File: src/include/tnr_pkg.sv
`default_nettype none
package tnr_pkg;

	// ==========================================================
	// Host register addresses
	localparam logic [2:0] ADR_STATUS = 3'h0;
	localparam logic [2:0] ADR_IMR = 3'h0;
	localparam logic [2:0] ADR_DIAG = 3'h1;
	localparam logic [2:0] ADR_CMD = 3'h1;
	localparam logic [2:0] ADR_PTR_HI = 3'h2;
	localparam logic [2:0] ADR_PTR_LO = 3'h3;
	localparam logic [2:0] ADR_DATA = 3'h4;
	localparam logic [2:0] ADR_SELIDX = 3'h5;
	localparam logic [2:0] ADR_CFG = 3'h6;
	localparam logic [2:0] ADR_SHARED = 3'h7;

	// ==========================================================
	// Targets behind the shared address
	typedef enum logic [2:0]
	{
		SUB_TENT = 3'b000,
		SUB_NODE = 3'b001,
		SUB_LINK = 3'b010,
		SUB_NEXT = 3'b011,
		SUB_EXT = 3'b100
	} tnr_sub_e;

	typedef enum logic [1:0]
	{
		BUS_IDLE = 2'b00,
		BUS_DRIVE = 2'b01
	} tnr_bus_e;

	// ==========================================================
	// Reset values
	localparam logic [7:0] STATUS_RST = 8'h91;
	localparam logic [7:0] DIAG_RST = 8'h00;
	localparam logic [7:0] CFG_RST = 8'h18;
	localparam logic [7:0] IMR_RST = 8'h00;
	localparam logic [7:0] SETUP_RST = 8'h00;
	localparam logic [7:0] ID_RST = 8'h00;
	localparam logic [10:0] PTR_RST = 11'h000;

	// ==========================================================
	// Field positions
	localparam int ST_RI = 7;
	localparam int ST_POR = 4;
	localparam int ST_RECON = 2;
	localparam int ST_TMA = 1;
	localparam int ST_TA = 0;
	localparam int DG_EXCESS_NAK_FLAG = 3;
	localparam int DG_NEWNEXT = 1;
	localparam logic [7:0] DG_READ_CLR = 8'hf4;
	localparam int CFG_RESET = 7;
	localparam int CFG_TXEN = 5;
	localparam int SEL_TWO = 2;
	localparam int PH_RDDATA = 7;
	localparam int PH_AUTOINC = 6;
	localparam logic [7:0] PH_MASK = 8'hc7;
	localparam logic [7:0] SELIDX_MASK = 8'hc7;
	localparam logic [7:0] IMR_MASK = 8'h8f;
	localparam int LK_PMODE = 7;
	localparam int LK_FOURNAK = 6;
	localparam int LK_RCVALL = 4;
	localparam int LK_CKP_HI = 3;
	localparam int LK_CKP_LO = 1;
	localparam int LK_ARB = 0;
	localparam int EX_FASTRD = 7;
	localparam int EX_NEWTIM = 3;
	localparam int EX_IDLEBYP = 2;
	localparam int EX_RTO_HI = 1;
	localparam int EX_RTO_LO = 0;

	// ==========================================================
	// Command codes
	localparam logic [7:0] CMD_CLR_FLAGS = 8'h0e;
	localparam logic [7:0] CMD_CLR_EXCESS_NAK_FLAG = 8'h16;
	localparam logic [2:0] CMD_OP_TXARM = 3'h3;
	localparam logic [2:0] CMD_OP_RXARM = 3'h4;

	// ==========================================================
	// Reconfiguration periods at full rate
	localparam int RECON_MS_00 = 6720;
	localparam int RECON_MS_01 = 1680;
	localparam int RECON_MS_10 = 840;
	localparam int RECON_MS_11 = 420;
	localparam int CLK_KHZ = 40000;

endpackage : tnr_pkg
`default_nettype wire

File: src/core/tnr_pin_sync.sv
`default_nettype none
module tnr_pin_sync
#(
	parameter int W = 1,
	parameter logic [W-1:0] RST_VAL = '0
)
(
	// Clock and reset
	input wire logic clk,
	input wire logic rst_b,
	// Pins in, synchronised out
	input wire logic [W-1:0] pinIn,
	output logic [W-1:0] syncOut
);

	logic [W-1:0] stage_q;

	// ==========================================================
	// Two flops per bit
	genvar i;
	generate
		for (i = 0; i < W; i++)
		begin : g_bit
			always_ff @(posedge clk or negedge rst_b)
			begin
				if (!rst_b)
				begin
					stage_q[i] <= RST_VAL[i];
					syncOut[i] <= RST_VAL[i];
				end
				else
				begin
					stage_q[i] <= pinIn[i];
					syncOut[i] <= stage_q[i];
				end
			end
		end
	endgenerate

endmodule : tnr_pin_sync
`default_nettype wire

File: src/core/tnr_register_bank.sv
// Functional notes
// - Diagnostic read or reset clears most flags
// - Excess NAK cleared only by command/reset
// - Diagnostic reads zero after any reset
// - Command write starts the written command
// - High pointer byte first; low loads
// - Pointer contents undefined until written
// - Config resets to 18h, hardware only
// - Select bits pick shared-address register
// - Low two select bits shared with config
// - Select bit two reaches extended setup
// - Config write clears select bit two
// - Link setup: rate, arbitration, receive-all, pulse
// - Link setup zero on hardware reset only
// - Extended setup fast-read bus enable
// - New-timing enable, zero keeps legacy timing
// - Idle-wait bypass gates init sequence
// - Two-bit field picks reconfiguration period
// - Periods scale with reduced data rate
// - Receiver inhibited set on store, cleared arm
// - Reset flag set by resets, ID zero
// - Test status bit reads zero
// - Masked status and diagnostic flags ORed into interrupt
// - Next-ID read clears next-changed flag
`default_nettype none
module tnr_register_bank
#(
	parameter logic [31:0] RECON_CYC_00 = 32'(tnr_pkg::RECON_MS_00 * tnr_pkg::CLK_KHZ),
	parameter logic [31:0] RECON_CYC_01 = 32'(tnr_pkg::RECON_MS_01 * tnr_pkg::CLK_KHZ),
	parameter logic [31:0] RECON_CYC_10 = 32'(tnr_pkg::RECON_MS_10 * tnr_pkg::CLK_KHZ),
	parameter logic [31:0] RECON_CYC_11 = 32'(tnr_pkg::RECON_MS_11 * tnr_pkg::CLK_KHZ)
)
(
	// Clock and reset
	input wire logic clk,
	input wire logic rst_b,
	// Host parallel bus pins
	input wire logic rdStrobe_b,
	input wire logic wrStrobe_b,
	input wire logic [2:0] busAddr,
	input wire logic [7:0] busDataIn,
	output logic [7:0] busDataOut,
	output logic busDataOe,
	// Events from the protocol core
	input wire logic evPacketStored,
	input wire logic evTxDone,
	input wire logic evTxAcked,
	input wire logic evRecon,
	input wire logic evExcessNak,
	input wire logic evNextIdUpdate,
	input wire logic [7:0] newNextId,
	input wire logic [7:0] diagSetIn,
	input wire logic lineIdle,
	// Command and pointer to the core
	output logic [7:0] cmdCode,
	output logic cmdStrobe,
	output logic [10:0] ramAddr,
	output logic ramAddrLoad,
	output logic ramAutoInc,
	output logic ramReadMode,
	// Configuration to the core
	output logic swReset,
	output logic txEnable,
	output logic [7:0] nodeId,
	output logic [7:0] tentId,
	output logic arbSlow,
	output logic [2:0] clkPrescale,
	output logic rcvAll,
	output logic fourNaks,
	output logic pulseDriverOutput,
	output logic fastReadControl,
	output logic newTimingEnable,
	output logic initSeqAllowed,
	output logic [39:0] reconPeriodCyc,
	output logic nakOnRx,
	output logic irq
);

	// ==========================================================
	// Pin synchronisers
	logic rdNow, wrNow, rdPrev_q, wrPrev_q, rdStart, wrTake;
	logic [2:0] sAddr;
	logic [7:0] sData;

	tnr_pin_sync #(.W(13), .RST_VAL(13'h1800)) u_sync
	(
		.clk(clk),
		.rst_b(rst_b),
		.pinIn({rdStrobe_b, wrStrobe_b, busAddr, busDataIn}),
		.syncOut({rdNow, wrNow, sAddr, sData})
	);

	// Write taken on the trailing edge, when data has settled
	assign rdStart = rdPrev_q && !rdNow;
	assign wrTake = !wrPrev_q && wrNow;

	function automatic tnr_pkg::tnr_sub_e subTarget(input logic [2:0] s);
		if (s[tnr_pkg::SEL_TWO])
			return tnr_pkg::SUB_EXT;
		case (s[1:0])
			2'b00: return tnr_pkg::SUB_TENT;
			2'b01: return tnr_pkg::SUB_NODE;
			2'b10: return tnr_pkg::SUB_LINK;
			default: return tnr_pkg::SUB_NEXT;
		endcase
	endfunction : subTarget

	// ==========================================================
	// Register state
	logic ri_q, por_q, recon_q, tma_q, ta_q;
	logic ri_d, por_d, recon_d, tma_d, ta_d;
	logic [7:0] diag_q, diag_d, imr_q, imr_d;
	logic [7:0] ptrHi_q, ptrHi_d, nextId_q, nextId_d;
	logic [7:0] node_q, node_d, tent_q, tent_d, link_q, link_d, ext_q, ext_d;
	logic [7:2] cfgHi_q, cfgHi_d;
	logic [7:6] selHi_q, selHi_d;
	logic [2:0] sel_q, sel_d;
	logic [10:0] ptr_q, ptr_d;
	logic ptrLoad_q, ptrLoad_d, cmdStb_q, cmdStb_d;
	logic [7:0] cmd_q, cmd_d;
	logic irq_q, irq_d, initOk_q, initOk_d;
	logic [39:0] recon_per_q, recon_per_d;
	logic [7:0] statusVal, maskable;
	logic wrCmd, clrFlags, clrExc, rxArm, txArm, rdDiag, rdNext, wrNode;
	logic [31:0] reconBase;
	tnr_pkg::tnr_sub_e tgt;

	// ==========================================================
	// Next values for registers and flags
	always_comb
	begin
		tgt = subTarget(sel_q);
		statusVal = {ri_q, 2'b00, por_q, 1'b0, recon_q, tma_q, ta_q};
		wrCmd = wrTake && sAddr == tnr_pkg::ADR_CMD;
		clrFlags = wrCmd && sData == tnr_pkg::CMD_CLR_FLAGS;
		clrExc = wrCmd && sData == tnr_pkg::CMD_CLR_EXCESS_NAK_FLAG;
		rxArm = wrCmd && sData[2:0] == tnr_pkg::CMD_OP_RXARM;
		txArm = wrCmd && sData[2:0] == tnr_pkg::CMD_OP_TXARM;
		rdDiag = rdStart && sAddr == tnr_pkg::ADR_DIAG;
		rdNext = rdStart && sAddr == tnr_pkg::ADR_SHARED && tgt == tnr_pkg::SUB_NEXT;
		wrNode = wrTake && sAddr == tnr_pkg::ADR_SHARED && tgt == tnr_pkg::SUB_NODE;

		// Commands pass through untouched
		cmdStb_d = wrCmd;
		cmd_d = wrCmd ? sData : cmd_q;

		// Sets win over command and read clears on every flag; software reset overrides both
		ri_d = evPacketStored || (ri_q && !rxArm);
		ta_d = evTxDone || (ta_q && !txArm);
		tma_d = evTxAcked || (tma_q && !txArm);
		recon_d = evRecon || (recon_q && !clrFlags);
		por_d = wrNode && sData == tnr_pkg::ID_RST || (por_q && !clrFlags);
		diag_d = diag_q;
		if (rdDiag)
			diag_d = diag_d & ~tnr_pkg::DG_READ_CLR;
		if (clrExc)
			diag_d[tnr_pkg::DG_EXCESS_NAK_FLAG] = 1'b0;
		if (rdNext)
			diag_d[tnr_pkg::DG_NEWNEXT] = 1'b0;
		diag_d = diag_d | (diagSetIn & tnr_pkg::DG_READ_CLR);
		diag_d[tnr_pkg::DG_EXCESS_NAK_FLAG] = diag_d[tnr_pkg::DG_EXCESS_NAK_FLAG] | evExcessNak;
		diag_d[tnr_pkg::DG_NEWNEXT] = diag_d[tnr_pkg::DG_NEWNEXT] | evNextIdUpdate;
		diag_d[0] = 1'b0;
		nextId_d = evNextIdUpdate ? newNextId : nextId_q;

		// Plain host writes
		imr_d = imr_q;
		ptrHi_d = ptrHi_q;
		ptr_d = ptr_q;
		ptrLoad_d = 1'b0;
		cfgHi_d = cfgHi_q;
		selHi_d = selHi_q;
		sel_d = sel_q;
		tent_d = tent_q;
		node_d = node_q;
		link_d = link_q;
		ext_d = ext_q;
		if (wrTake)
		begin
			case (sAddr)
				tnr_pkg::ADR_IMR: imr_d = sData & tnr_pkg::IMR_MASK;
				tnr_pkg::ADR_PTR_HI: ptrHi_d = sData & tnr_pkg::PH_MASK;
				tnr_pkg::ADR_PTR_LO:
				begin
					ptr_d = {ptrHi_q[2:0], sData};
					ptrLoad_d = 1'b1;
				end
				tnr_pkg::ADR_SELIDX:
				begin
					selHi_d = sData[7:6];
					sel_d = sData[2:0];
				end
				tnr_pkg::ADR_CFG:
				begin
					cfgHi_d = sData[7:2];
					sel_d = {1'b0, sData[1:0]};
				end
				tnr_pkg::ADR_SHARED:
				begin
					case (tgt)
						tnr_pkg::SUB_TENT: tent_d = sData;
						tnr_pkg::SUB_NODE: node_d = sData;
						tnr_pkg::SUB_LINK: link_d = sData;
						tnr_pkg::SUB_EXT: ext_d = sData;
						default: ;
					endcase
				end
				default: ;
			endcase
		end

		// Software reset: flags and next ID only, setup and config survive
		if (cfgHi_q[tnr_pkg::CFG_RESET])
		begin
			ri_d = tnr_pkg::STATUS_RST[tnr_pkg::ST_RI];
			ta_d = tnr_pkg::STATUS_RST[tnr_pkg::ST_TA];
			tma_d = tnr_pkg::STATUS_RST[tnr_pkg::ST_TMA];
			recon_d = tnr_pkg::STATUS_RST[tnr_pkg::ST_RECON];
			por_d = 1'b1;
			diag_d = tnr_pkg::DIAG_RST;
			nextId_d = tnr_pkg::ID_RST;
		end

		maskable = {ri_q, 2'b00, 1'b0, diag_q[tnr_pkg::DG_EXCESS_NAK_FLAG], recon_q,
			diag_q[tnr_pkg::DG_NEWNEXT], ta_q};
		irq_d = |(maskable & imr_q);
		initOk_d = ext_q[tnr_pkg::EX_IDLEBYP] || lineIdle;

		case (ext_q[tnr_pkg::EX_RTO_HI:tnr_pkg::EX_RTO_LO])
			2'b00: reconBase = RECON_CYC_00;
			2'b01: reconBase = RECON_CYC_01;
			2'b10: reconBase = RECON_CYC_10;
			default: reconBase = RECON_CYC_11;
		endcase
		// Each prescale step halves the rate, so the period doubles
		recon_per_d = {8'h00, reconBase} << link_q[tnr_pkg::LK_CKP_HI:tnr_pkg::LK_CKP_LO];
	end

	always_ff @(posedge clk or negedge rst_b)
	begin
		if (!rst_b)
		begin
			ri_q <= tnr_pkg::STATUS_RST[tnr_pkg::ST_RI];
			por_q <= tnr_pkg::STATUS_RST[tnr_pkg::ST_POR];
			recon_q <= tnr_pkg::STATUS_RST[tnr_pkg::ST_RECON];
			tma_q <= tnr_pkg::STATUS_RST[tnr_pkg::ST_TMA];
			ta_q <= tnr_pkg::STATUS_RST[tnr_pkg::ST_TA];
			diag_q <= tnr_pkg::DIAG_RST;
			imr_q <= tnr_pkg::IMR_RST;
			ptrHi_q <= tnr_pkg::SETUP_RST;
			ptr_q <= tnr_pkg::PTR_RST;
			ptrLoad_q <= 1'b0;
			nextId_q <= tnr_pkg::ID_RST;
			node_q <= tnr_pkg::ID_RST;
			tent_q <= tnr_pkg::ID_RST;
			link_q <= tnr_pkg::SETUP_RST;
			ext_q <= tnr_pkg::SETUP_RST;
			cfgHi_q <= tnr_pkg::CFG_RST[7:2];
			sel_q <= {1'b0, tnr_pkg::CFG_RST[1:0]};
			selHi_q <= 2'b00;
			cmd_q <= 8'h00;
			cmdStb_q <= 1'b0;
			irq_q <= 1'b0;
			initOk_q <= 1'b0;
			recon_per_q <= 40'h00_0000_0000;
		end
		else
		begin
			ri_q <= ri_d;
			por_q <= por_d;
			recon_q <= recon_d;
			tma_q <= tma_d;
			ta_q <= ta_d;
			diag_q <= diag_d;
			imr_q <= imr_d;
			ptrHi_q <= ptrHi_d;
			ptr_q <= ptr_d;
			ptrLoad_q <= ptrLoad_d;
			nextId_q <= nextId_d;
			node_q <= node_d;
			tent_q <= tent_d;
			link_q <= link_d;
			ext_q <= ext_d;
			cfgHi_q <= cfgHi_d;
			sel_q <= sel_d;
			selHi_q <= selHi_d;
			cmd_q <= cmd_d;
			cmdStb_q <= cmdStb_d;
			irq_q <= irq_d;
			initOk_q <= initOk_d;
			recon_per_q <= recon_per_d;
		end
	end

	// ==========================================================
	// Read side of the host bus
	tnr_pkg::tnr_bus_e bus_q, bus_d;
	logic [7:0] rdOut_q, rdOut_d;
	logic [7:0] rdMux;

	always_comb
	begin
		case (sAddr)
			tnr_pkg::ADR_STATUS: rdMux = statusVal;
			tnr_pkg::ADR_DIAG: rdMux = diag_q;
			tnr_pkg::ADR_PTR_HI: rdMux = ptrHi_q;
			tnr_pkg::ADR_PTR_LO: rdMux = ptr_q[7:0];
			tnr_pkg::ADR_SELIDX: rdMux = {selHi_q, 3'b000, sel_q};
			tnr_pkg::ADR_CFG: rdMux = {cfgHi_q, sel_q[1:0]};
			tnr_pkg::ADR_SHARED:
			begin
				case (tgt)
					tnr_pkg::SUB_TENT: rdMux = tent_q;
					tnr_pkg::SUB_NODE: rdMux = node_q;
					tnr_pkg::SUB_LINK: rdMux = link_q;
					tnr_pkg::SUB_NEXT: rdMux = nextId_q;
					default: rdMux = ext_q;
				endcase
			end
			// RAM data path lives outside this bank
			default: rdMux = 8'h00;
		endcase
		bus_d = bus_q;
		rdOut_d = rdOut_q;
		case (bus_q)
			tnr_pkg::BUS_IDLE:
			begin
				if (rdStart)
				begin
					bus_d = tnr_pkg::BUS_DRIVE;
					rdOut_d = rdMux;
				end
			end
			tnr_pkg::BUS_DRIVE:
			begin
				if (rdNow)
					bus_d = tnr_pkg::BUS_IDLE;
			end
			default: bus_d = tnr_pkg::BUS_IDLE;
		endcase
	end

	always_ff @(posedge clk or negedge rst_b)
	begin
		if (!rst_b)
		begin
			bus_q <= tnr_pkg::BUS_IDLE;
			rdOut_q <= 8'h00;
			rdPrev_q <= 1'b1;
			wrPrev_q <= 1'b1;
		end
		else
		begin
			bus_q <= bus_d;
			rdOut_q <= rdOut_d;
			rdPrev_q <= rdNow;
			wrPrev_q <= wrNow;
		end
	end

	// ==========================================================
	// Outputs
	assign busDataOut = rdOut_q;
	assign busDataOe = bus_q == tnr_pkg::BUS_DRIVE;
	assign cmdCode = cmd_q;
	assign cmdStrobe = cmdStb_q;
	assign ramAddr = ptr_q;
	assign ramAddrLoad = ptrLoad_q;
	assign ramAutoInc = ptrHi_q[tnr_pkg::PH_AUTOINC];
	assign ramReadMode = ptrHi_q[tnr_pkg::PH_RDDATA];
	assign swReset = cfgHi_q[tnr_pkg::CFG_RESET];
	assign txEnable = cfgHi_q[tnr_pkg::CFG_TXEN];
	assign nodeId = node_q;
	assign tentId = tent_q;
	assign arbSlow = link_q[tnr_pkg::LK_ARB];
	assign clkPrescale = link_q[tnr_pkg::LK_CKP_HI:tnr_pkg::LK_CKP_LO];
	assign rcvAll = link_q[tnr_pkg::LK_RCVALL];
	assign fourNaks = link_q[tnr_pkg::LK_FOURNAK];
	assign pulseDriverOutput = link_q[tnr_pkg::LK_PMODE];
	assign fastReadControl = ext_q[tnr_pkg::EX_FASTRD];
	assign newTimingEnable = ext_q[tnr_pkg::EX_NEWTIM];
	assign initSeqAllowed = initOk_q;
	assign reconPeriodCyc = recon_per_q;
	assign nakOnRx = ri_q;
	assign irq = irq_q;
endmodule : tnr_register_bank
`default_nettype wire

File: config.mk
export PLATFORM = sky130hd
export DESIGN_NAME = tnr_register_bank
export DESIGN_NICKNAME = d
export VERILOG_FILES = /design/src/include/tnr_pkg.sv /design/src/core/tnr_pin_sync.sv /design/src/core/tnr_register_bank.sv
export SDC_FILE = /design/constraint.sdc
export NUM_CORES = 1
export LEC_CHECK = 0
export ABC_AREA = 0
export BUFFER_PORTS_ARGS = -buffer_cell sky130_fd_sc_hd__buf_2
export CAP_MARGIN = 20
export CORE_MARGIN = 2
export CORE_UTILIZATION = 40
export CTS_CLUSTER_SIZE = 20
export DETAILED_ROUTE_END_ITERATION = 6
export MAX_ROUTING_LAYER = met4
export PLACE_DENSITY_LB_ADDON = 0.2
export SYNTH_ARGS = -nofsm -noshare
export SYNTH_HDL_FRONTEND = slang
export SYNTH_SLANG_ARGS = --single-unit
export TNS_END_PERCENT = 50
File: constraint.sdc
create_clock -name clk -period 2.9 [get_ports clk]
set_clock_uncertainty 0.1 [all_clocks]
set_input_delay 0 -clock clk [delete_from_list [all_inputs] [get_ports clk]]
set_output_delay 0 -clock clk [all_outputs]
set_load 0.01 [all_outputs]
# ---- Yosys cells after proc, flatten, opt, wreduce, memory -nomap -nowiden
# Cells that the tools add are included.
dict set report word_totals {
  wordCells 153
  out_inout_bits 102
  register_bits 175
}
dict set report op_classes {
  mux 24
  reduce_logical 50
  n_shift 1
  eq_ne 21
  n_bitwise 4
}
# op n
set op_table {}
lappend op_table {{$pmux W29 S3} 1}
lappend op_table {{$pmux W8 S7} 1}
lappend op_table {{$shl A32 B3 Y40} 1}
lappend op_table {{$mux W8} 4}
lappend op_table {{$pmux W8 S4} 1}
lappend op_table {{$logic_and A1 B1 Y1} 18}
lappend op_table {{$reduce_and A2 Y1} 8}
lappend op_table {{$eq A3 B2 Y1 const B} 5}
lappend op_table {{$eq A3 B3 Y1 const B} 5}
lappend op_table {{$reduce_and A3 Y1} 4}
lappend op_table {{$mux W1} 10}
lappend op_table {{$and A8 B8 Y8} 1}
lappend op_table {{$eq A8 B4 Y1 const B} 1}
lappend op_table {{$eq A8 B5 Y1 const B} 1}
lappend op_table {{$logic_not A8 Y1} 1}
lappend op_table {{$or A8 B8 Y8} 1}
lappend op_table {{$reduce_or A8 Y1} 1}
lappend op_table {{$eq A2 B1 Y1 const B} 3}
lappend op_table {{$eq A3 B1 Y1 const B} 2}
lappend op_table {{$logic_not A2 Y1} 3}
lappend op_table {{$logic_not A3 Y1} 2}
lappend op_table {{$logic_or A1 B1 Y1} 6}
lappend op_table {{$mux W3} 2}
lappend op_table {{$pmux W2 S3} 1}
lappend op_table {{other kinds (9)} 17}

# ---- Depth between registers and ports, before layout
# Gate-level depths: netlist of the first run.
dict set report depth {
  ltp_word 9
  ltp_mapped 6
  mapped_depth_nobuf 6
}

# ---- Hierarchy
# Synthesis of the first run repeated with hierarchy kept, for this count alone.
dict set report unflattened {
  hier_cells 536
  hier_area_um2 6947.9
}
# module cells_each area_each_um2 seq_area_each_um2 n_inst
set modules_own_cells {}
lappend modules_own_cells {tnr_register_bank 510 6292.3 3362.0 1}
lappend modules_own_cells {tnr_pin_sync 26 655.6 655.6 1}

# ---- Worst setup path before layout of the first run
# OpenSTA, ideal clock, no wires.
dict set report synth_timing {
  kind {reg2reg}
  startpoint {reg u_sync.syncOut[11]}
  endpoint {reg link_q[0]}
  stages_incl_launch_ff 6
  slack_ns 0.821
  synth_period_minus_slack_ns 2.079
  arrival_time_ns 1.854
  cell_sequence {dfstp_2 -> nand3b_4 -> or3_1 -> buf_2 -> nor3b_4 -> mux2_2}
}
dict set report synth_via {
  elab_chain_cells 2
}
# element line_no
set synth_lines {}
lappend synth_lines {{from (decl)} tnr_pin_sync.sv:13} ;# output logic [W-1:0] syncOut
lappend synth_lines {{from (signal, indexed assignment)} tnr_pin_sync.sv:29} ;# syncOut[i] <= RST_VAL[i];
lappend synth_lines {{from (signal, indexed assignment)} tnr_pin_sync.sv:34} ;# syncOut[i] <= stage_q[i];
lappend synth_lines {{$logic_and A1 B1 Y1} tnr_register_bank.sv:95} ;# assign wrTake = !wrPrev_q && wrNow;
lappend synth_lines {{$reduce_and A3 Y1 (no line)} n/a}
lappend synth_lines {{to (signal assigned)} tnr_register_bank.sv:256} ;# link_q <= tnr_pkg::SETUP_RST;
lappend synth_lines {{to (signal assigned)} tnr_register_bank.sv:282} ;# link_q <= link_d;
lappend synth_lines {{to (decl)} tnr_register_bank.sv:114} ;# logic [7:0] node_q, node_d, tent_q, tent_d, link_q, link_d, ext_q, ext_d;
# No other way between the ends.
# A chain may end at the register's enable or synchronous reset.

# ---- Final worst setup path of the first run
dict set report layout_timing {
  startpoint {reg u_sync.syncOut[11]}
  endpoint {reg link_q[2]}
}
# The elaborated chain is that of the path after synthesis.

==> impl_results.md, run 1 <==
- # diodes: 0
- Pin count of the biggest net entering global routing: 75
- Routability cong.: 0.856
- RSZ-0062 raised after global routing: no
- Share of cells above drive strength 1: 36.4%
- EDFF count, synth: 0
- Post-CTS Hold Buffers: 42
- Setup crit start: u_sync.syncOut[11]
- # fillers: 1,555
- Fin cells: 959
- Initial antenna violation count: 0
- Die Ht: 136 µm
- PD cells: 760 nW/µm²
- Antenna viol nets, final: 0
- Vias post-DR: 4,846
- Core area: 17,100 µm²
- Max frequency: 0.434 GHz
- Detail-routed net length per standard cell: 17.9 µm
- CTS tree: built
- Clk_lat worst skew: 0.43 ns
- Synth Area in Adders: 1.08%
- Total negative slack: 0 ns
- Ranking of synthesized cells by area: dfrtp_1, mux2_2, dfstp_2
- Critical path class: flip-flop to flip-flop
- Synth Instances: 562
- Final Hold Vio Count: 0
- Lkg Pwr: 4.17 nW
- Initial Utilization: 40.5%
- Via/cell ratio: 5.05
- Async SR Flop Fraction: 100%
- CTS Root Cell: clkbuf_16
- DRT Pass-1 Iters: 4
- Seq/Total Area, Yosys: 57.9%
- # placed instances: 885
- Final #Nets: 765
- Simple-Gate Fraction of Synth Area: 11.2%
- M1 WL: 7750 µm
- Crit-path max FO: 8
- Post-CTS Setup Inserts: 0
- Total grt overflow: 0
- DR iter-0 viols: 222
- Compound-Gate Fraction of Synth Area: 7.79%
- FF-to-FF setup slack: 0.60 ns
- Max Root-Sink Buffers: 2
- Post-route clock period utilization: 79.4%
- Worst path required time: 3.11 ns
- Cell Area, Synth: 6940 µm²
- HPWL after DPL: 11,800 µm
- Largest family of logic cells by synthesized area: multiplexers
- Most frequent cell after synthesis: dfrtp_1
- Top sig layer: met4
- Post-synthesis mux area share: 17.4%
- Final WL: 17,200 µm
- TritonCTS Buffers: 17
- Final min period: 2.30 ns
- Post-synth top cells: dfrtp_1, mux2_2, nand2_1
- Die area: 18,400 µm²
- Ys flop type: dfrtp_1
- Slew headroom: 36.7%
- CP startpoint kind: flip-flop
- Max Cap Violations: 0
- Post-route DRC: 0
- Final setup fails: 0
- Synth unique cells: 59
- Outcome: finished, final reports clean
- Post-route cell area: 8730 µm²
- PortBufs: 124
- Reg-to-reg startpoint: u_sync.syncOut[11]
- Met2 wire length: 8260 µm
- Area grow syn2layout: 25.9%
- Synth Area in XOR/XNOR: 0.126%
- First-pass GRT wire length: 27,100 µm
- IO Pins: 140
- Synthesis Warnings: 0
- H-tree depth: 4
- Vias in the first global route: 4,811
- Leading area contributor after synthesis: dfrtp_1
- Syn_area_per_cell: 12.3 µm²
- Worst min-delay path class: primary input to async pin
- Tightest Pin Transition: 0.950 ns
- Clk slew on worst S/H paths: 0.06 ns
- Clock sink count: 160
- Synth Register Bits: 160
- Overall global routing resource usage: 20.0%
- Core Rows: 48
- Share of the synthesized area in the top cell type: 53.7%
- Max Slew Vio Count: 0
- WL met3: 904 µm
- Placed standard-cell area: 7740 µm²
- Crit end category: flip-flop
- Width of the chip: 136 µm
- WP data arrival: 2.51 ns
- CTS resizes: 0
- IR drop worst, VDD: 0.000443 V
==> registers in the layout, summed over array words and instances, names as in the netlist, 2 cells and up <==
register and flops:
nextId_q 8, ptrHi_q 5, busDataOut 8, u_sync.syncOut 13, diag_q 7, cfgHi_q 6
u_sync.stage_q 13, nodeId 8, imr_q 5, cmdCode 8, link_q 8, sel_q 3
ramAddr 11, ext_q 8, tentId 8, reconPeriodCyc 27, selHi_q 2
==> routing by layer <==
| metal | vias up | track usage (%) |
|---|---|---|
| met3 | 22 | 4.12 |
| met1 | 2424 | 26.9 |
| met2 | 123 | 30.5 |
| met5 | - | - |
| li1 | 2277 | - |
| met4 | 0 | 6.89 |
==> cells in the final DEF, fill, tap and decap left out, drive strengths merged, types with 5 or more instances in the layout <==
cell type	instances
nand3	5
ha	6
mux2i	25
inv	13
mux4	10
nor3b	6
conb	12
dfstp	11
clkinv	8
dfrtp	149
nand2	51
mux2	65
nor2	40
a21oi	21
a22oi	7
nor2b	11
buf	138
nor3	8
clkbuf	20
dlygate4sd3	42
o21ai	12
==> layout make-up <==
cell class | instances | area (µm²) | share of cell area [%]
clock buffer | 20 | 457 | 5.23
clock inverter | 12 | 111 | 1.28
inverter | 13 | 48.8 | 0.559
multi-input combinational | 349 | 2650 | 30.4
sequential | 160 | 4020 | 46.0
tap | 225 | 282 | 3.22
timing repair buffer | 180 | 1160 | 13.3
==> per-stage QoR <==
stage	total power, W	hold slack (ns)	setup slack, ns	utilization (%)
after floorplan	0.00389	-0.396	0.821	-
after global placement	0.00445	-0.0307	0.604	45.2
after detailed placement	0.00449	-0.0221	0.600	45.2
after CTS	0.00670	0.0883	0.590	51.0
after global routing	0.00700	0.106	0.509	51.0
final	0.00664	0.0682	0.597	51.0
==> cell families after synthesis <==
| group | count (synthesis) |
|---|---|
| XOR/XNOR | 1 |
| flip-flops | 160 |
| AO/OA/AOI/OAI | 80 |
| buffers and inverters | 64 |
| multiplexers | 100 |
| adder cells (fa/ha/maj) | 6 |
| AND/OR/NAND/NOR | 150 |
| other | 1 |
==> critical path, cell delays in order (launching register included) <==
cell	delay, ns
dfstp_2	0.58
nand3b_4	0.12
or3_1	0.51
nor3b_4	0.47
mux2_2	0.40
==> worst paths after layout <==
path                                      end  cells after the start
hold / removal             reconPeriodCyc[24]                      2
setup / recovery                    link_q[2]                      4
min in group clk            u_sync.stage_q[3]                      2
setup reg to reg                    link_q[2]                      4
hold reg to reg             u_sync.syncOut[8]                      0
max in group asynchronous             nakOnRx                      3
==> power breakdown <==
part | total, W | leakage, nW | switching, W | internal, W
registers | 0.00297 | 2.00 | 0.000324 | 0.00264
logic | 0.00153 | 1.91 | 0.000783 | 0.000746
clock network | 0.00214 | 0.272 | 0.000913 | 0.00123
total | 0.00664 | 4.17 | 0.00202 | 0.00462
(Power assumes the default switching activity.)
==> inputs of run 2 (changes only) <==
Clock period 2.9 ns to 2 ns, I/O delays scaled along.
==> impl_results.md, run 2 (synthesis gave the netlist of run 1 again) <==
- Net Switching: 0.00293 W (+45%)
- IR drop worst, VDD: 0.000674 V (+52%)
- Initial Utilization: 40.5% (unchanged)
- Post-route cell area: 9170 µm² (+5.0%)
- Placed standard-cell area: 8040 µm² (+3.8%)
- # diodes: 0 (unchanged)
- Routability cong.: 0.894 (+4.5%)
- Slew headroom: 61.4% (+25 points)
- Initial antenna violation count: 0 (unchanged)
- Total negative slack: 0 ns (unchanged)
- Max Cap Violations: 0 (unchanged)
- Clock sink count: 160 (unchanged)
- P_int: 0.00752 W (+63%)
- Max Slew Vio Count: 0 (unchanged)
- Tightest Pin Transition: 0.580 ns (-0.370 ns)
- Max frequency: 0.506 GHz (+17%)
- Core area: 17,100 µm² (unchanged)
- Post-route clock period utilization: 98.9% (+19 points)
- Crit-path max FO: 8 (unchanged)
- Reg-to-reg startpoint: u_sync.syncOut[11]
- CTS tree: built
- TritonCTS Buffers: 17 (unchanged)
- # fillers: 1,526 (-1.9%)
- First-pass GRT wire length: 28,200 µm (+3.9%)
- Detail-routed net length per standard cell: 17.9 µm (about the same)
- Critical path class: flip-flop to flip-flop
- Flop pwr share: 40.5% (-4.2 points)
- Clk slew on worst S/H paths: 0.06 ns (about the same)
- Setup crit start: u_sync.syncOut[11]
- CP max stage delay: 0.56 ns (-0.02 ns)
- Die area: 18,400 µm² (unchanged)
- Critical-path cell list: nand3b_4 -> or3_4 -> nor3b_4 -> buf_12 -> mux2_2
- Lkg Pwr: 4.42 nW (+5.8%)
- Clk_lat worst skew: 0.43 ns (about the same)
- Vias in the first global route: 5,089 (+5.8%)
- FF-to-FF setup slack: 0.02 ns (-0.57 ns)
- Overall global routing resource usage: 20.9% (+0.86 points)
- Die Ht: 136 µm (unchanged)
- Antenna viol nets, final: 0 (unchanged)
- Post-route DRC: 0 (unchanged)
- Max stage delay cell, worst path: dfstp_2
- Via/cell ratio: 5.01 (-0.81%)
- Final setup fails: 0 (unchanged)
- IO Pins: 140 (unchanged)
- Clock power frac: 36.1% (+3.8 points)
- H-tree depth: 4 (unchanged)
- Commonest non-fill, non-tap cells in the layout: dfrtp_1, buf_2, mux2_2
- DR iter-0 viols: 261 (+18%)
- WP data arrival: 2.19 ns (-0.32 ns)
- Logic pwr share: 23.4% (+0.4 points)
- Area grow syn2layout: 32.2%
- PortBufs: 124 (unchanged)
- Commonest non-fill, non-tap cell in the layout: dfrtp_1
- Vias post-DR: 4,972 (+2.6%)
- Crit end category: flip-flop
- Final #Nets: 798 (+4.3%)
- Sw Share: 28.1% (-2.4 points)
- Max reg flops: 27 (unchanged)
- HPWL after DPL: 12,800 µm (+8.5%)
- Share of cells above drive strength 1: 39.2% (+2.9 points)
- Worst min-delay path class: primary input to async pin
- CP startpoint kind: flip-flop
- Width of the chip: 136 µm (unchanged)
- CTS Root Cell: clkbuf_16
- RSZ-0062 raised after global routing: yes
- DRT Pass-1 Iters: 4 (unchanged)
- Max Root-Sink Buffers: 2 (unchanged)
- PD cells: 1140 nW/µm² (+50%)
- Outcome: finished, final reports clean
- Final Hold Vio Count: 0 (unchanged)
- Total grt overflow: 0 (unchanged)
- Final min period: 1.98 ns (-0.326 ns)
- Worst path required time: 2.22 ns (-0.89 ns)
- Core Rows: 48 (unchanged)
- Pin count of the biggest net entering global routing: 63 (-16%)
- Final WL: 17,800 µm (+3.4%)
[run 2: cell types whose count changed in the layout (fill, tap and decap cells not counted), moves of 2 or more]
cell        delta
buf_12         +4
buf_4         +28
bufinv_16      +6
clkbuf_1       +3
clkinv_2       -2
clkinv_4       -2
clkinvlp_4     -3
mux2_2         -2
mux2_4         +2
[run 2: critical path: cells and delay by family, from the launching register on]
kind / cells / cell delay, ns
buffers and inverters: 1 / 0.15
DFF: 1 / 0.56
muxes: 1 / 0.33
and+or+nand+nor: 3 / 0.73
[run 2: layout make-up]
type                       count  area, µm²  share of cell area (%)
clock buffer                  22        454                    4.95
clock inverter                10        233                    2.54
inverter                      13       48.8                   0.532
multi-input combinational    349       2670                    29.1
sequential                   160       4020                    43.8
tap                          225        282                    3.07
timing repair buffer         213       1470                    16.0
[run 2: power groups by stage]
stage | clock (W) | combinational, W | sequential (W)
2_1_floorplan | 0 | 0.00129 | 0.00435
3_3_place_gp | 0 | 0.00231 | 0.00427
3_5_place_dp | 0 | 0.00235 | 0.00429
4_1_cts | 0.00384 | 0.00243 | 0.00424
5_1_grt | 0.00399 | 0.00267 | 0.00430
6_report | 0.00378 | 0.00244 | 0.00423
[run 2: worst paths after layout]
kind | endpoint | cells past startpoint
setup / recovery | link_q[0] | 5
hold / removal | reconPeriodCyc[8] | 2
setup reg to reg | link_q[0] | 5
hold reg to reg | u_sync.syncOut[5] | 0
max in group asynchronous | ta_q | 3
min in group clk | u_sync.stage_q[5] | 2
[run 2: routing by layer]
layer  up-vias  track usage, %  part of all wire, %
li1       2328               -                    -
met1      2504            26.6                   45
met2       120            33.4                   49
met3        20            5.05                  5.0
met4         0            5.96                  1.2
met5         -               -                    0
[run 2: what timing repair did]
action	4_1_cts	5_1_grt
pin swaps	0	1
setup endpoints to repair	23	25
buffers inserted	0	1
gates cloned	0	0
gates resized for setup	1	5
endpoints found under the hold margin	187	0
hold buffers	42	0
[run 2: through the flow]
| step | hold WS (ns) | cells | power (W) | worst slack, ns | util (%) |
|---|---|---|---|---|---|
| after CTS | 0.0320 | 991 | 0.0105 | 0.00685 | 53.5 |
| after detailed placement | -0.0821 | 917 | 0.00664 | -0.0965 | 47.0 |
| after global routing | 0.0499 | 992 | 0.0110 | -0.0212 | 53.6 |
| after floorplan | -0.396 | 573 | 0.00564 | -0.0701 | - |
| after global placement | -0.0851 | 917 | 0.00657 | -0.0508 | 47.0 |
| final | 0.00343 | 992 | 0.0105 | 0.0230 | 53.6 |
==> inputs of run 3 (changes only) <==
Settings changed: RECOVER_POWER set to 100.
==> impl_results.md, run 3 (synthesis gave the netlist of run 1 again) <==
- Outcome: complete, but fails checks
- Violated checks: max-capacitance violations, max-slew violations
- Tightest Pin Transition: 1.56 ns (+0.985 ns)
- Max reg flops: 27 (unchanged)
- Crit-path max FO: 8 (unchanged)
- Max Cap Violations: 1 (+1)
- Worst min-delay path class: primary input to flip-flop
- CTS tree: built
- Crit end category: flip-flop
- Worst path required time: 2.22 ns (about the same)
- Post-route DRC: 0 (unchanged)
- Total power: 0.0103 W (-1.2%)
- Final #Nets: 798 (unchanged)
- DR iter-0 viols: 249 (-4.6%)
- Detail-routed net length per standard cell: 18.0 µm (+0.44%)
- Final min period: 1.98 ns (+0.000280 ns)
- RSZ-0062 raised after global routing: yes
- Critical path class: flip-flop to flip-flop
- Clock sink count: 160 (unchanged)
- IR drop worst, VDD: 0.000677 V (+0.41%)
- TritonCTS Buffers: 17 (unchanged)
- Sw Share: 28.4% (+0.33 points)
- Vias post-DR: 5,028 (+1.1%)
- Die Ht: 136 µm (unchanged)
- Commonest non-fill, non-tap cell in the layout: dfrtp_1
- Final Hold Vio Count: 0 (unchanged)
- Overall global routing resource usage: 20.9% (unchanged)
- Core Rows: 48 (unchanged)
- Commonest non-fill, non-tap cells in the layout: dfrtp_1, clkbuf_1, mux2_2
- # diodes: 0 (unchanged)
- PD cells: 1140 nW/µm² (+0.46%)
- Via/cell ratio: 5.07 (+1.1%)
- WP data arrival: 2.19 ns (about the same)
- CTS Root Cell: clkbuf_16
- Clock power frac: 36.5% (+0.4 points)
- Total grt overflow: 0 (unchanged)
- Share of cells above drive strength 1: 26.7% (-13 points)
- HPWL after DPL: 12,800 µm (unchanged)
- Area grow syn2layout: 30.0%
- IO Pins: 140 (unchanged)
- Vias in the first global route: 5,089 (unchanged)
- Width of the chip: 136 µm (unchanged)
- Final WL: 17,900 µm (+0.44%)
- Total negative slack: 0 ns (unchanged)
- PortBufs: 124 (unchanged)
- Max frequency: 0.506 GHz (about the same)
- Lkg Pwr: 4.08 nW (-7.7%)
- Logic pwr share: 22.5% (-0.9 points)
- DRT Pass-1 Iters: 4 (unchanged)
- # fillers: 1,566 (+2.6%)
- Max Slew Vio Count: 62 (+62)
- Clk_lat worst skew: 0.43 ns (about the same)
- Initial Utilization: 40.5% (unchanged)
- Clk slew on worst S/H paths: 0.06 ns (about the same)
- Net Switching: 0.00293 W (about the same)
- Antenna viol nets, final: 0 (unchanged)
- Initial antenna violation count: 0 (unchanged)
- Final setup fails: 0 (unchanged)
- Core area: 17,100 µm² (unchanged)
- CP startpoint kind: flip-flop
- P_int: 0.00740 W (-1.6%)
- Slew headroom: -4.30% (-66 points)
- Routability cong.: 0.894 (unchanged)
- Die area: 18,400 µm² (unchanged)
- H-tree depth: 4 (unchanged)
- Flop pwr share: 41.1% (+0.6 points)
- Post-route clock period utilization: 98.9% (about the same)
- First-pass GRT wire length: 28,200 µm (unchanged)
- Max Root-Sink Buffers: 2 (unchanged)
- Pin count of the biggest net entering global routing: 63 (unchanged)
run 3: area by class of cell:
| class | count | area (µm²) | share of cell area [%] |
|---|---|---|---|
| flip-flops and latches | 160 | 4020 | 44.5 |
| inverters | 13 | 48.8 | 0.541 |
| repair buffers | 213 | 1320 | 14.7 |
| well taps | 225 | 282 | 3.12 |
| clock buffers | 22 | 454 | 5.03 |
| multi-input cells | 349 | 2660 | 29.5 |
| clock inverters | 10 | 233 | 2.58 |
run 3: what timing repair did:
action | in CTS | in global routing
pin swaps | 0 | 1
setup buffers | 0 | 1
resized for setup | 1 | 5
endpoints found under the hold margin | 187 | 0
hold buffers | 42 | 0
setup endpoints to repair | 23 | 25
run 3: power groups by stage:
stage | combinational, W | clock [W] | sequential [W]
2_1_floorplan | 0.00129 | 0 | 0.00435
3_3_place_gp | 0.00231 | 0 | 0.00427
3_5_place_dp | 0.00235 | 0 | 0.00429
4_1_cts | 0.00243 | 0.00384 | 0.00424
5_1_grt | 0.00255 | 0.00399 | 0.00431
6_report | 0.00232 | 0.00377 | 0.00425
run 3: worst paths after layout:
check                                    from           endpoint  slack (ns)  depth (start not counted)
setup / recovery           u_sync.syncOut[11]          link_q[0]        0.02                          5
hold / removal                   busDataIn[7]  u_sync.stage_q[7]        0.10                          2
setup reg to reg           u_sync.syncOut[11]          link_q[0]        0.02                          5
hold reg to reg             u_sync.stage_q[7]  u_sync.syncOut[7]        0.25                          0
max in group asynchronous               rst_b           ext_q[1]        0.30                          3
min in group asynchronous               rst_b  reconPeriodCyc[8]        0.38                          2
run 3: worst max-delay path: stages, from the launching register on:
cell and delay, ns:
dfstp_2 0.56, nand3b_4 0.08, or3_4 0.43, nor3b_4 0.22
buf_12 0.15, mux2_2 0.33
run 3: per-stage QoR:
stage | instance area (µm²) | std cells | setup slack, ns | utilization [%] | hold slack (ns)
2_1_floorplan | 6990 | 573 | -0.0701 | - | -0.396
3_3_place_gp | 8040 | 917 | -0.0508 | 47.0 | -0.0851
3_5_place_dp | 8040 | 917 | -0.0965 | 47.0 | -0.0821
4_1_cts | 9150 | 991 | 0.00685 | 53.5 | 0.0320
5_1_grt | 9020 | 992 | -0.0212 | 52.7 | 0.0921
6_report | 9020 | 992 | 0.0227 | 52.7 | 0.104
run 3: metal layers:
layer  track usage [%]  part of all wire, %  vias to the layer above
li1                  -                    -                     2342
met1              26.6                   45                     2536
met2              33.4                   49                      134
met3              5.05                  5.2                       16
met4              5.96                  1.0                        0
met5                 -                    0                        -
